$ cat src/rtl/sbh_pkg.sv
// package for the shared i2c bus handoff arbiter
package sbh_pkg;
  // shared memory layout
  localparam int SHM_DEPTH = 64;
  localparam logic [5:0] SNAP_FIRST = 6'h08;
  localparam logic [5:0] SNAP_LAST = 6'h0f;
  localparam logic [5:0] CTRL_FIRST = 6'h10;
  localparam logic [5:0] CTRL_LAST = 6'h17;
  localparam logic [5:0] LCD_CMD_ADDR = 6'h16;
  localparam logic [5:0] BURST_EXAMPLE_ADDR = 6'h32;
  localparam logic [6:0] SHM_SLAVE_ADDR = 7'h68;
  // reset values
  localparam logic [7:0] BYTE_RESET = 8'h00;
  localparam logic [7:0] DIR_RESET = 8'hff;
  // i2c standard speed: 100 kHz bit rate
  localparam int CLK_HZ = 25000000;
  localparam int SCL_HZ = 100000;
  localparam int SCL_QUARTER = CLK_HZ / (SCL_HZ * 4);

  typedef enum logic [1:0] {SBH_IDLE, SBH_SNAP, SBH_GRANT, SBH_APPLY} sbh_state_t;

  // snapshot of inputs written to bytes 8..15
  typedef struct packed {
    logic [7:0] temp_frac;
    logic [7:0] temp_whole;
    logic [7:0] adc_low_bits;
    logic [7:0] adc3;
    logic [7:0] adc2;
    logic [7:0] adc1;
    logic [7:0] adc0;
    logic [7:0] input_port;
  } sbh_snap_t;

  // controls taken from bytes 16..23
  typedef struct packed {
    logic [7:0] reserved;
    logic [7:0] lcd_copy;
    logic [7:0] pwm_duty_hi;
    logic [7:0] pwm_duty_lo;
    logic [7:0] pwm_period;
    logic [7:0] special_function_select;
    logic [7:0] pin_direction_mask;
    logic [7:0] output_port;
  } sbh_ctrl_t;
endpackage

$ cat src/rtl/sbh_arbiter.sv
// arbiter lending the server unit's i2c bus to an external controller
`timescale 1ns/100ps

// ****************************************
// shared i2c bus handoff
// ****************************************
module sbh_arbiter import sbh_pkg::*; #(
  parameter int GP_PINS = 8
) (
  // clock and reset
  input wire logic mclk,
  input wire logic rst,
  // handshake with external controller
  input wire logic bus_request,
  output logic bus_grant,
  // idle point of the server unit's own work
  input wire logic unit_idle,
  // input values for the snapshot, and the general purpose pins passed to gp_pins
  input wire sbh_snap_t snap_in,
  input wire logic [GP_PINS-1:0] gp_pins_in,
  // shared memory port of the server unit (bus of the memory side)
  output logic shm_we,
  output logic [5:0] shm_addr,
  output logic [7:0] shm_wdata,
  input wire logic [7:0] shm_rdata,
  // i2c driver enables, low while driving
  output logic scl_oe_n,
  output logic sda_oe_n,
  // applied controls
  output sbh_ctrl_t ctrl_out,
  output logic ctrl_changed,
  output logic lcd_update,
  output logic [7:0] lcd_cmd,
  output logic web_pause,
  output logic [GP_PINS-1:0] gp_pins
);

  // refuse pin counts that the snapshot byte cannot carry
  if (GP_PINS < 1 || GP_PINS > 8) begin : g_bad_pins
    $error("GP_PINS must be 1 to 8");
  end

  // ****************************************
  // synchronisers
  // ****************************************
  logic req_meta, req_sync;
  logic [GP_PINS-1:0] gp_meta, gp_sync;

  always_ff @(posedge mclk) begin
    if (rst) begin
      req_meta <= 1'b0;
      req_sync <= 1'b0;
      gp_meta <= '0;
      gp_sync <= '0;
    end else begin
      req_meta <= bus_request;
      req_sync <= req_meta;
      gp_meta <= gp_pins_in;
      gp_sync <= gp_meta;
    end
  end

  // ****************************************
  // handoff state machine
  // ****************************************
  sbh_state_t state, next_state;
  logic [2:0] idx, next_idx;
  logic rd_pend, next_rd_pend;
  sbh_ctrl_t ctrl, next_ctrl, stage, next_stage;
  logic grant, next_grant;
  logic we, next_we;
  logic [5:0] addr, next_addr;
  logic [7:0] wdata, next_wdata;
  logic drv_off, next_drv_off;
  logic changed, next_changed;
  logic lcd_go, next_lcd_go;
  logic [7:0] lcd_val, next_lcd_val;
  logic pause, next_pause;
  logic [63:0] snap_bits;

  assign snap_bits = snap_in;

  always_comb begin
    next_state = state;
    next_idx = idx;
    next_rd_pend = 1'b0;
    next_ctrl = ctrl;
    next_stage = stage;
    next_grant = grant;
    next_we = 1'b0;
    next_addr = addr;
    next_wdata = wdata;
    next_drv_off = drv_off;
    next_changed = 1'b0;
    next_lcd_go = 1'b0;
    next_lcd_val = lcd_val;
    next_pause = pause;
    case (state)
      SBH_IDLE: begin
        next_drv_off = 1'b0;
        if (req_sync && unit_idle) begin
          next_state = SBH_SNAP;
          next_idx = 3'h0;
          next_pause = 1'b1;
        end
      end
      SBH_SNAP: begin
        // one snapshot byte per cycle into bytes 8..15
        next_we = 1'b1;
        next_addr = SNAP_FIRST + {3'h0, idx};
        next_wdata = snap_bits[idx*8 +: 8];
        next_idx = idx + 3'h1;
        if (idx == 3'h7) begin
          next_state = SBH_GRANT;
          next_drv_off = 1'b1;
        end
      end
      SBH_GRANT: begin
        next_drv_off = 1'b1;
        // grant only after drivers have been released
        if (drv_off && !we && req_sync) next_grant = 1'b1;
        if (grant && !req_sync) begin
          next_grant = 1'b0;
          next_state = SBH_APPLY;
          next_idx = 3'h0;
          next_addr = CTRL_FIRST;
          next_rd_pend = 1'b1;
        end else if (!grant && !req_sync && drv_off && !we) begin
          next_state = SBH_APPLY; // request withdrawn before grant
          next_idx = 3'h0;
          next_addr = CTRL_FIRST;
          next_rd_pend = 1'b1;
        end
      end
      SBH_APPLY: begin
        // drivers stay off until all eight control bytes have been read back
        next_drv_off = 1'b1;
        if (rd_pend) begin
          next_stage[idx*8 +: 8] = shm_rdata;
          if (idx == 3'h7) begin
            next_state = SBH_IDLE;
            next_pause = 1'b0;
            if (next_stage != ctrl) next_changed = 1'b1;
            next_ctrl = next_stage;
            if (next_stage.lcd_copy != BYTE_RESET) begin
              next_lcd_go = 1'b1;
              next_lcd_val = next_stage.lcd_copy;
            end
          end else begin
            next_idx = idx + 3'h1;
            next_addr = CTRL_FIRST + {3'h0, idx + 3'h1};
            next_rd_pend = 1'b1;
          end
        end
      end
      default: next_state = SBH_IDLE;
    endcase
  end

  always_ff @(posedge mclk) begin
    if (rst) begin
      state <= SBH_IDLE;
      idx <= 3'h0;
      rd_pend <= 1'b0;
      ctrl <= '{pin_direction_mask: DIR_RESET, default: BYTE_RESET};
      stage <= '0;
      grant <= 1'b0;
      we <= 1'b0;
      addr <= 6'h00;
      wdata <= BYTE_RESET;
      drv_off <= 1'b0;
      changed <= 1'b0;
      lcd_go <= 1'b0;
      lcd_val <= BYTE_RESET;
      pause <= 1'b0;
      gp_pins <= '0;
    end else begin
      state <= next_state;
      idx <= next_idx;
      rd_pend <= next_rd_pend;
      ctrl <= next_ctrl;
      stage <= next_stage;
      grant <= next_grant;
      we <= next_we;
      addr <= next_addr;
      wdata <= next_wdata;
      drv_off <= next_drv_off;
      changed <= next_changed;
      lcd_go <= next_lcd_go;
      lcd_val <= next_lcd_val;
      pause <= next_pause;
      gp_pins <= gp_sync;
    end
  end

  // ****************************************
  // outputs
  // ****************************************
  assign bus_grant = grant;
  assign shm_we = we;
  assign shm_addr = addr;
  assign shm_wdata = wdata;
  // enables are high exactly while the drivers are released
  assign scl_oe_n = drv_off;
  assign sda_oe_n = drv_off;
  assign ctrl_out = ctrl;
  assign ctrl_changed = changed;
  assign lcd_update = lcd_go;
  assign lcd_cmd = lcd_val;
  assign web_pause = pause;

endmodule

$ cat config.mk
export PLATFORM = sky130hd
export DESIGN_NAME = sbh_arbiter
export DESIGN_NICKNAME = d
export VERILOG_FILES = /design/src/rtl/sbh_pkg.sv /design/src/rtl/sbh_arbiter.sv
export SDC_FILE = /design/constraint.sdc
export NUM_CORES = 1
export LEC_CHECK = 0
export BUFFER_PORTS_ARGS = -buffer_cell sky130_fd_sc_hd__buf_2
export CAP_MARGIN = 5
export CORE_UTILIZATION = 28
export CTS_CLUSTER_SIZE = 8
export DETAILED_ROUTE_END_ITERATION = 8
export PLACE_DENSITY = 0.46
export SKIP_LAST_GASP = 1
export SYNTH_ARGS = -nofsm -noshare
export SYNTH_HDL_FRONTEND = slang
export SYNTH_SLANG_ARGS = --single-unit
export TNS_END_PERCENT = 20
$ cat constraint.sdc
create_clock -name mclk -period 4.4 [get_ports mclk]
set_input_delay 0.66 -clock mclk [delete_from_list [all_inputs] [get_ports mclk]]
set_output_delay 0.66 -clock mclk [all_outputs]
set_load 0.02 [all_outputs]
After elaboration in Yosys (flattened, before gate mapping) --
Index checks and enable logic that the tools add are counted.
Word-level totals: flip-flop bits (word level) 188, output and inout port bits 101
Cells by class: add/sub/neg operators 4, equal/unequal tests 11, shift-type cells 3, multiplexer cells 35, bitwise logic cells 3, reductions and logical operators 25
Operators with widths (number):
- 64-bit bitwise mux | 1
- 64-bit != test | 1
- 8-bit by 34-bit variable shift with 64-bit output (first input constant) | 1
- 64-bit by 7-bit variable part select with 8-bit output | 1
- 8-bit by 34-bit variable part select with 64-bit output | 1
- 6-bit negator with 34-bit output | 1
- 6-bit two-way mux | 4
- 6-bit one-hot mux with 3 select lines | 1
- 4-bit AND reduction | 4
- 3-bit two-way mux | 5
- 1-bit two-way mux | 13
- 2-bit two-way mux | 6
- 3-bit one-hot mux with 4 select lines | 1
- 2-bit != test (second input constant) | 5
- 2-bit one-hot mux with 4 select lines | 1
- 8-bit nonzero test | 1
- 1-bit logical AND | 7
- 5-bit by 3-bit adder with 6-bit output (first input constant) | 1
- 4-bit by 3-bit adder with 5-bit output (first input constant) | 1
- 5-bit AND reduction | 1
- 2-bit == test (second input constant) | 2
- 1-bit one-hot mux with 2 select lines | 2
- 2-bit AND reduction | 2
- 2-bit nonzero test | 2
- other kinds (12) | 16

Longest topological paths before layout --
Gate-level depths: netlist (run 1).
word-level depth 7, mapped depth 16, depth with buffers taken out 10

Least setup slack after synthesis (run 1) --
OpenSTA, ideal clock, no wires.
path type reg-to-reg, start point register idx[0], end point register changed (netlist: ctrl_changed), setup time 0.136 ns, arrival 3.718 ns, setup slack 0.546 ns, cell stages (with the launch flop) 16, path buffers 5, cells stage by stage dfxtp_1 > buf_4 > buf_2 > buf_4 > buf_2 > inv_1 > ha_1 > ha_1 > or4b_1 > buf_2 > nor3_1 > o21ai_0 > a221oi_1 > nand4_1 > nor4_2 > a311oi_1
On the way: longest elaborated chain between the ends 5, elaborated cells on any way between the ends 9, those cells by class 1 x add/sub; 2 x eq/ne; 2 x shift; 2 x mux; 1 x bitwise; 1 x reduce/logical
Ends and longest elaborated chain:
- from (decl) | RTL line sbh_arbiter.sv:67 | logic [2:0] idx, next_idx;
- from (signal assigned) | RTL line sbh_arbiter.sv:179 | idx <= next_idx;
- 6-bit negator with 34-bit output | RTL line sbh_arbiter.sv:139 | next_stage[idx*8 +: 8] = shm_rdata;
- 8-bit by 34-bit variable part select with 64-bit output or 8-bit by 34-bit variable shift with 64-bit output (tied branches) | RTL line sbh_arbiter.sv:139
- 64-bit bitwise mux | RTL line sbh_arbiter.sv:139
- 64-bit != test | RTL line sbh_arbiter.sv:143 | if (next_stage != ctrl) next_changed = 1'b1;
- 1-bit two-way mux | RTL line sbh_arbiter.sv:143
- to (signal assigned) | RTL line sbh_arbiter.sv:188 | changed <= next_changed;
- to (decl) | RTL line sbh_arbiter.sv:75 | logic changed, next_changed;
Parallel ways exist; a longest one is shown, timed or not. A chain may end at the register's enable or synchronous reset.

Worst setup path after layout (run 1) --
start point register idx[2], end point register changed (netlist: ctrl_changed)
The elaborated chain is that of the path after synthesis.

==> summary.txt, run 1 <==
Global routing
  • Antenna violations before repair: 0
  • First-pass GRT wire length: approximately 52 mm
  • Global router's overall resource usage: 0.192
  • GRT overflow: 0
  • Number of global-route vias before repair: 8,653
  • Pin count of the biggest net entering global routing: roughly 120

Setup path
  • Startpoint Class: flop
  • CP Launch Point: idx[2]
  • Reg2Reg Depth: 10
  • Slowest cell on the critical path: a2111oi_0
  • Crit end category: flop
  • Reg2Reg Setup Slack: roughly 0.46 ns
  • Crit Path Max Fanout: 25
  • Worst R2R Start: idx[2]
  • CP Class: flop to flop
  • CP required: ~4.7 ns
  • CP Cell Sequence: clkinv_1 > ha_1 > buf_4 > nor4b_2 > nand2_1 > o211a_1 > a2111oi_0 > nand4_1 > nor4_1 > a311oi_1
  • RR Endpoint: ctrl_changed
  • Data arrival, critical path: between 4 and 5 ns
  • Delay of the slowest critical-path stage: about 0.67 ns

Clocking
  • Worst-path clk slew: approximately 0.070 ns
  • TritonCTS Buffers: 17
  • Clock Latency Late Sink: about 0.45 ns
  • CTS Buffer Depth: 2
  • CTS H-tree depth: 4
  • Post-CTS setup buffer count: 0
  • Post-CTS sizing: 0
  • CTS tree: yes
  • Hold Buf Count CTS: 0
  • Root Buffer: clkbuf_16
  • CTS Sinks: about 190

Outcome
  • Outcome: finished clean

Detailed routing
  • Drt wl/cell: 19.1 µm
  • Drt first pass iters: 5
  • Antenna Violating Nets Remaining: 0
  • Vias: around 9,000
  • Vias/cell: slightly above 5
  • # DRC: 0
  • First DRT Iteration DRCs: roughly 560
  • Drt total wl: approximately 33 mm

Final layout
  • P&R area growth vs syn: 19.7%
  • Diode count: 0
  • Post-Layout Cell Count: 1,739
  • Final nets: approximately 1,400
  • Layout cells sized above 1: 0.208
  • Fin area: between 10,000 and 15,000 µm²

STA
  • Fmax: 254 MHz
  • Hold slack: ~0.41 ns
  • Setup TNS: 0 ns
  • Slew Limit Fails: 0
  • Max_slew headroom: 0.361
  • Endpoints failing setup: 0
  • Tightest Pin Transition: approximately 0.96 ns
  • Setup repair after global routing missed its margin: no
  • Min cycle time layout: between 3 and 4 ns
  • Hold Vio Cnt, Final: 0
  • Clock Skews: around 0.012 ns
  • Fin crit share: 0.895

Pwr
  • LEAKAGE: around 4.3 nW
  • Worst vdd ir: between 200 and 300 µV
  • PwrDens: approximately 380 nW/µm²

Yosys
  • FFs w/ async S/R, synth: 0
  • Post-synth top flop: dfxtp_1
  • Post-synth EDFFs: 0
  • Post-synthesis register bit count: roughly 190
  • Yosys Warn Count: 0
  • Post-Synthesis Cells: around 1,200
  • Seq/Total Area, Yosys: 0.392
  • Syn_nets: around 1,200
  • Syn Area/Cell: about 8.3 µm²
  • Cell area after synthesis: about 9500 µm²
  • Library cells used by synthesis: 83

Placed design
  • Placed Instance Area: about 11,000 µm²
  • # port buffers: 183
  • Final HPWL DP: between 20 and 25 mm
  • Gpl congestion: just under 0.9
  • Placed cell count: approximately 1,700

Die
  • Initial Util: 0.285
  • Core area: between 30,000 and 40,000 µm²
  • Die ar.: approximately 35,000 µm²
  • Rows: 67
  • Vert. Die Dim: between 150 and 200 µm
  • Io pins: between 150 and 200
  • Die Wd: approximately 190 µm

Job
  • Max-Cap Viols: 0

Hold path
  • Hold_sp: gp_pins_in[5]
  • Hold depth: 2
  • Hold Crit Class: input pin to flop
  • Hold Path End: gp_meta[5]
## cell usage in the layout, fill, tap and decap left out, types with 23 or more instances in the layout
| cell type | count |
|---|---|
| nor2b_1 | 41 |
| nor3_1 | 26 |
| inv_1 | 33 |
| nand2_1 | 86 |
| a21oi_1 | 93 |
| a211oi_1 | 71 |
| dfxtp_1 | 186 |
| buf_2 | 182 |
| nor2_1 | 210 |
| o21ai_0 | 24 |
| xor2_1 | 23 |
## critical path, delay by kind of cell (launching register included)
| family | cells | cell delay, ns |
|---|---|---|
| AND/OR/NAND/NOR | 4 | 1.35 |
| flip-flops | 1 | 0.33 |
| buffers and inverters | 2 | 0.55 |
| adder cells (fa/ha/maj) | 1 | 0.43 |
| AO/OA/AOI/OAI | 3 | 1.13 |
## through the flow
| stage | util | total power, mW | setup WS (ns) |
|---|---|---|---|
| 2_1_floorplan | - | 2.43 | 0.546 |
| 3_3_place_gp | 0.322 | 2.66 | 0.618 |
| 3_5_place_dp | 0.322 | 2.67 | 0.435 |
| 4_1_cts | 0.341 | 4.36 | 0.387 |
| 5_1_grt | 0.341 | 4.51 | 0.0988 |
| 6_report | 0.341 | 4.31 | 0.461 |
## how the worst max path moves through the flow
stage / cells past startpoint / endpoint / slack (ns)
4_1_cts: 10 / ctrl_changed / 0.39
5_1_grt: 10 / ctrl_changed / 0.1
3_5_place_dp: 10 / ctrl_changed / 0.43
2_1_floorplan: 15 / ctrl_changed / 0.55
3_3_place_gp: 10 / ctrl_changed / 0.62
6_report: 10 / ctrl_changed / 0.46
## synthesized netlist by cell type (all sizes together) (13+ instances only)
master,count,area share
a311oi,17,0.016
inv,33,0.013
a211oi,71,0.056
nor2b,41,0.027
ha,13,0.017
nor2,211,0.083
nand3,15,0.0079
clkbuf,60,0.024
nand2,86,0.034
a22oi,15,0.012
nor3,26,0.014
nand4,14,0.0092
mux4,16,0.038
a21oi,93,0.049
dfxtp,187,0.39
xor2,23,0.021
o21ai,31,0.017
buf,29,0.017
## routing by layer
| layer | GRT usage | part of all wire | up-vias |
|---|---|---|---|
| met5 | 0 | 0 | - |
| li1 | - | - | 4376 |
| met4 | 0.0813 | 0.034 | 0 |
| met3 | 0.0438 | 0.061 | 52 |
| met2 | 0.304 | 0.46 | 301 |
| met1 | 0.250 | 0.45 | 4215 |
## kinds of logic after synthesis
group           Yosys count  synth area share
flops                   187             0.392
xor+xnor                 34            0.0312
other cells               1          0.000393
mux                      32            0.0551
simple gates            462             0.233
fa+ha+maj                13            0.0170
buf+inv                 123            0.0540
compound gates          299             0.217
## state kept, by name (all words and copies together) (netlist names), 2 cells and up
register	flops
ctrl_out	64
gp_meta	8
gp_pins	8
gp_sync	8
idx	3
lcd_cmd	8
shm_addr	5
shm_wdata	8
stage	64
state	2
## power breakdown
| part | leakage (nW) | switching (mW) | internal [mW] |
|---|---|---|---|
| clock | 0.302 | 0.719 | 0.955 |
| sequential | 1.51 | 0.0425 | 1.77 |
| combinational | 2.46 | 0.524 | 0.298 |
## area by class of cell
class / count / area, µm²
Multi-Input combinational cell: 841 / 5310
Inverter: 34 / 128
Sequential cell: 187 / 3740
Clock buffer: 18 / 429
Fill cell: 3624 / 22100
Clock inverter: 13 / 190
Timing Repair Buffer: 198 / 1060
Tap cell: 448 / 561
(Power assumes the default switching activity.)
==> inputs of run 2 (changes only) <==
--- a/config.mk
+++ b/config.mk
@@ -7,6 +7,7 @@
 export LEC_CHECK = 0
 export BUFFER_PORTS_ARGS = -buffer_cell sky130_fd_sc_hd__buf_2
 export CAP_MARGIN = 5
+export CORE_ASPECT_RATIO = 1.5
 export CORE_UTILIZATION = 28
 export CTS_CLUSTER_SIZE = 8
 export DETAILED_ROUTE_END_ITERATION = 8
==> summary.txt, run 2 (synthesized netlist as in run 1, its figures left out) <==
Outcome
  • Outcome: finished with violations (was finished clean)
  • Violated checks: design-rule violations

Global routing
  • GRT overflow: 0 (unchanged)
  • Number of global-route vias before repair: 8,630 (was 8,653)
  • Antenna violations before repair: 0 (unchanged)
  • Pin count of the biggest net entering global routing: 105 (was 121)
  • First-pass GRT wire length: 52.2 mm (was 51.6 mm)
  • Global router's overall resource usage: 0.197 (was 0.192)

Setup path
  • CP Class: flop to flop (unchanged)
  • Delay of the slowest critical-path stage: 0.57 ns (was 0.67 ns)
  • Crit end category: flop (unchanged)
  • CP Cell Sequence: clkinv_1 > ha_1 > buf_4 > nor4b_2 > nand2_1 > o211a_1 > a2111oi_0 > nand4_1 > nor4_1 > a311oi_1 (unchanged)
  • Data arrival, critical path: 4.14 ns (was 4.25 ns)
  • Sum of buffers and inverters on the critical path: 2 (unchanged)
  • Crit Path Max Fanout: 25 (unchanged)
  • CP required: 4.72 ns (was 4.71 ns)
  • Slowest cell on the critical path: a2111oi_0 (unchanged)
  • Reg2Reg Depth: 10 (unchanged)
  • CP top delay family: simple AND/OR/NAND/NOR gates (unchanged)
  • Stages on the worst setup path: 10 (unchanged)
  • Startpoint Class: flop (unchanged)

Clocking
  • Worst-path clk slew: 0.08 ns (was 0.07 ns)
  • CTS H-tree depth: 4 (unchanged)
  • Root Buffer: clkbuf_16 (unchanged)
  • CTS tree: yes (unchanged)
  • CTS Buffer Depth: 2 (unchanged)
  • TritonCTS Buffers: 17 (unchanged)
  • Post-CTS setup buffer count: 0 (unchanged)
  • Post-CTS sizing: 0 (unchanged)
  • Hold Buf Count CTS: 0 (unchanged)
  • CTS Sinks: 187 (unchanged)
  • Clock Latency Late Sink: 0.46 ns (was 0.45 ns)

Pwr
  • PwrDens: 373 nW/µm² (was 377 nW/µm²)
  • LEAKAGE: 4.27 nW (about the same)
  • Worst vdd ir: 275 µV (was 271 µV)

Placed design
  • Gpl congestion: 0.884 (was 0.888)
  • Post-place setup slack: 0.523 ns (was 0.435 ns)
  • # port buffers: 183 (unchanged)
  • Final HPWL DP: 24.9 mm (was 23.9 mm)

Die
  • Rows: 82 (was 67)
  • Io pins: 185 (unchanged)
  • Core area: 33,400 µm² (was 33,500 µm²)
  • Die ar.: 34,800 µm² (about the same)
  • Vert. Die Dim: 228 µm (was 187 µm)
  • Initial Util: 0.285 (about the same)
  • Die Wd: 153 µm (was 187 µm)

Detailed routing
  • # DRC: 5 (was 0)
  • Vias/cell: 5.23 (was 5.14)
  • Vias: 8,963 (was 8,944)
  • Antenna Violating Nets Remaining: 0 (unchanged)
  • Drt first pass iters: 7 (was 5)
  • First DRT Iteration DRCs: 558 (unchanged)
  • Drt total wl: 34.1 mm (was 33.2 mm)
  • Drt wl/cell: 19.9 µm (was 19.1 µm)

STA
  • Tightest Pin Transition: 0.917 ns (was 0.959 ns)
  • Hold Vio Cnt, Final: 0 (unchanged)
  • Fin crit share: 0.867 (was 0.895)
  • Fmax: 262 MHz (was 254 MHz)
  • Max_slew headroom: 0.387 (was 0.361)
  • Endpoints failing setup: 0 (unchanged)
  • Final WS setup: 0.585 ns (was 0.461 ns)
  • Min cycle time layout: 3.82 ns (was 3.94 ns)
  • Clock Skews: 0.00957 ns (was 0.0120 ns)
  • Slew Limit Fails: 0 (unchanged)
  • Setup TNS: 0 ns (unchanged)
  • Setup repair after global routing missed its margin: no (unchanged)

Hold path
  • Hold depth: 2 (unchanged)
  • Hold Crit Class: input pin to flop (unchanged)

Final layout
  • P&R area growth vs syn: 19.2% (was 19.7%)
  • Multi-input gate area: 5310 µm² (unchanged)
  • Final nets: 1,378 (was 1,376)
  • Filler Cells Inserted: 3,559 (was 3,624)
  • Sequential cell area: 3740 µm² (unchanged)
  • Most frequent cells in the layout: nor2_1, dfxtp_1, buf_2 (unchanged)
  • Diode count: 0 (unchanged)
  • Commonest non-fill, non-tap cell in the layout: nor2_1 (unchanged)
  • Layout cells sized above 1: 0.211 (was 0.208)

Job
  • Max-Cap Viols: 0 (unchanged)
-- run 2: changes by cell type in the layout (fill, tap and decap cells not counted), sizes merged --
| cell | previous run | this run |
|---|---|---|
| buf | 198 | 200 |
| bufinv | 4 | 1 |
| clkbuf | 18 | 17 |
| clkinv | 5 | 4 |
| clkinvlp | 1 | 2 |
| inv | 37 | 42 |
-- run 2: path summary, 6_finish.rpt --
path | startpoint | endpoint | slack [ns]
max | idx[2] | ctrl_changed | 0.58
max reg2reg | idx[2] | ctrl_changed | 0.58
min reg2reg | gp_sync[3] | gp_pins[3] | 0.44
min | gp_pins_in[4] | gp_meta[4] | 0.40
-- run 2: stage by stage --
step           total power, mW  hold WS [ns]  cell area [µm²]  cells   util
5_1_grt                   4.45         0.400            11400   1714  0.340
6_report                  4.25         0.405            11400   1714  0.340
3_3_place_gp              2.68         0.417            10800   1682  0.322
3_5_place_dp              2.69         0.423            10800   1682  0.322
2_1_floorplan             2.43         0.414             9540   1151      -
4_1_cts                   4.30         0.379            11400   1714  0.340
-- run 2: area by class of cell --
class                           count  share of cell area
Sequential cell                   187               0.329
Clock buffer                       17              0.0374
Timing Repair Buffer              200              0.0945
Tap cell                          420              0.0462
Inverter                           34              0.0112
Multi-Input combinational cell    841               0.466
Clock inverter                     15              0.0152
-- run 2: where the power goes --
| part | total [mW] | internal, mW | leakage, nW | switching, mW |
|---|---|---|---|---|
| clock network | 1.60 | 0.815 | 0.289 | 0.787 |
| logic | 0.837 | 0.298 | 2.47 | 0.539 |
| registers | 1.81 | 1.77 | 1.51 | 0.0400 |
| total | 4.25 | 2.88 | 4.27 | 1.37 |
-- run 2: worst reg2reg max path, delay by kind of cell (launching register included) --
kind	cells	cell delay, ns
and+or+nand+nor	4	1.32
adders and majority gates	1	0.44
DFF	1	0.33
AOI/OAI and AO/OA	3	1.03
buffers and inverters	2	0.57
-- run 2: metal layers --
| metal | GRT usage | wire length, µm | vias to the layer above |
|---|---|---|---|
| met3 | 0.0416 | 1740 | 58 |
| li1 | - | - | 4378 |
| met5 | 0 | 0 | - |
| met4 | 0.0941 | 1440 | 0 |
| met2 | 0.361 | 17700 | 316 |
| met1 | 0.215 | 13300 | 4211 |
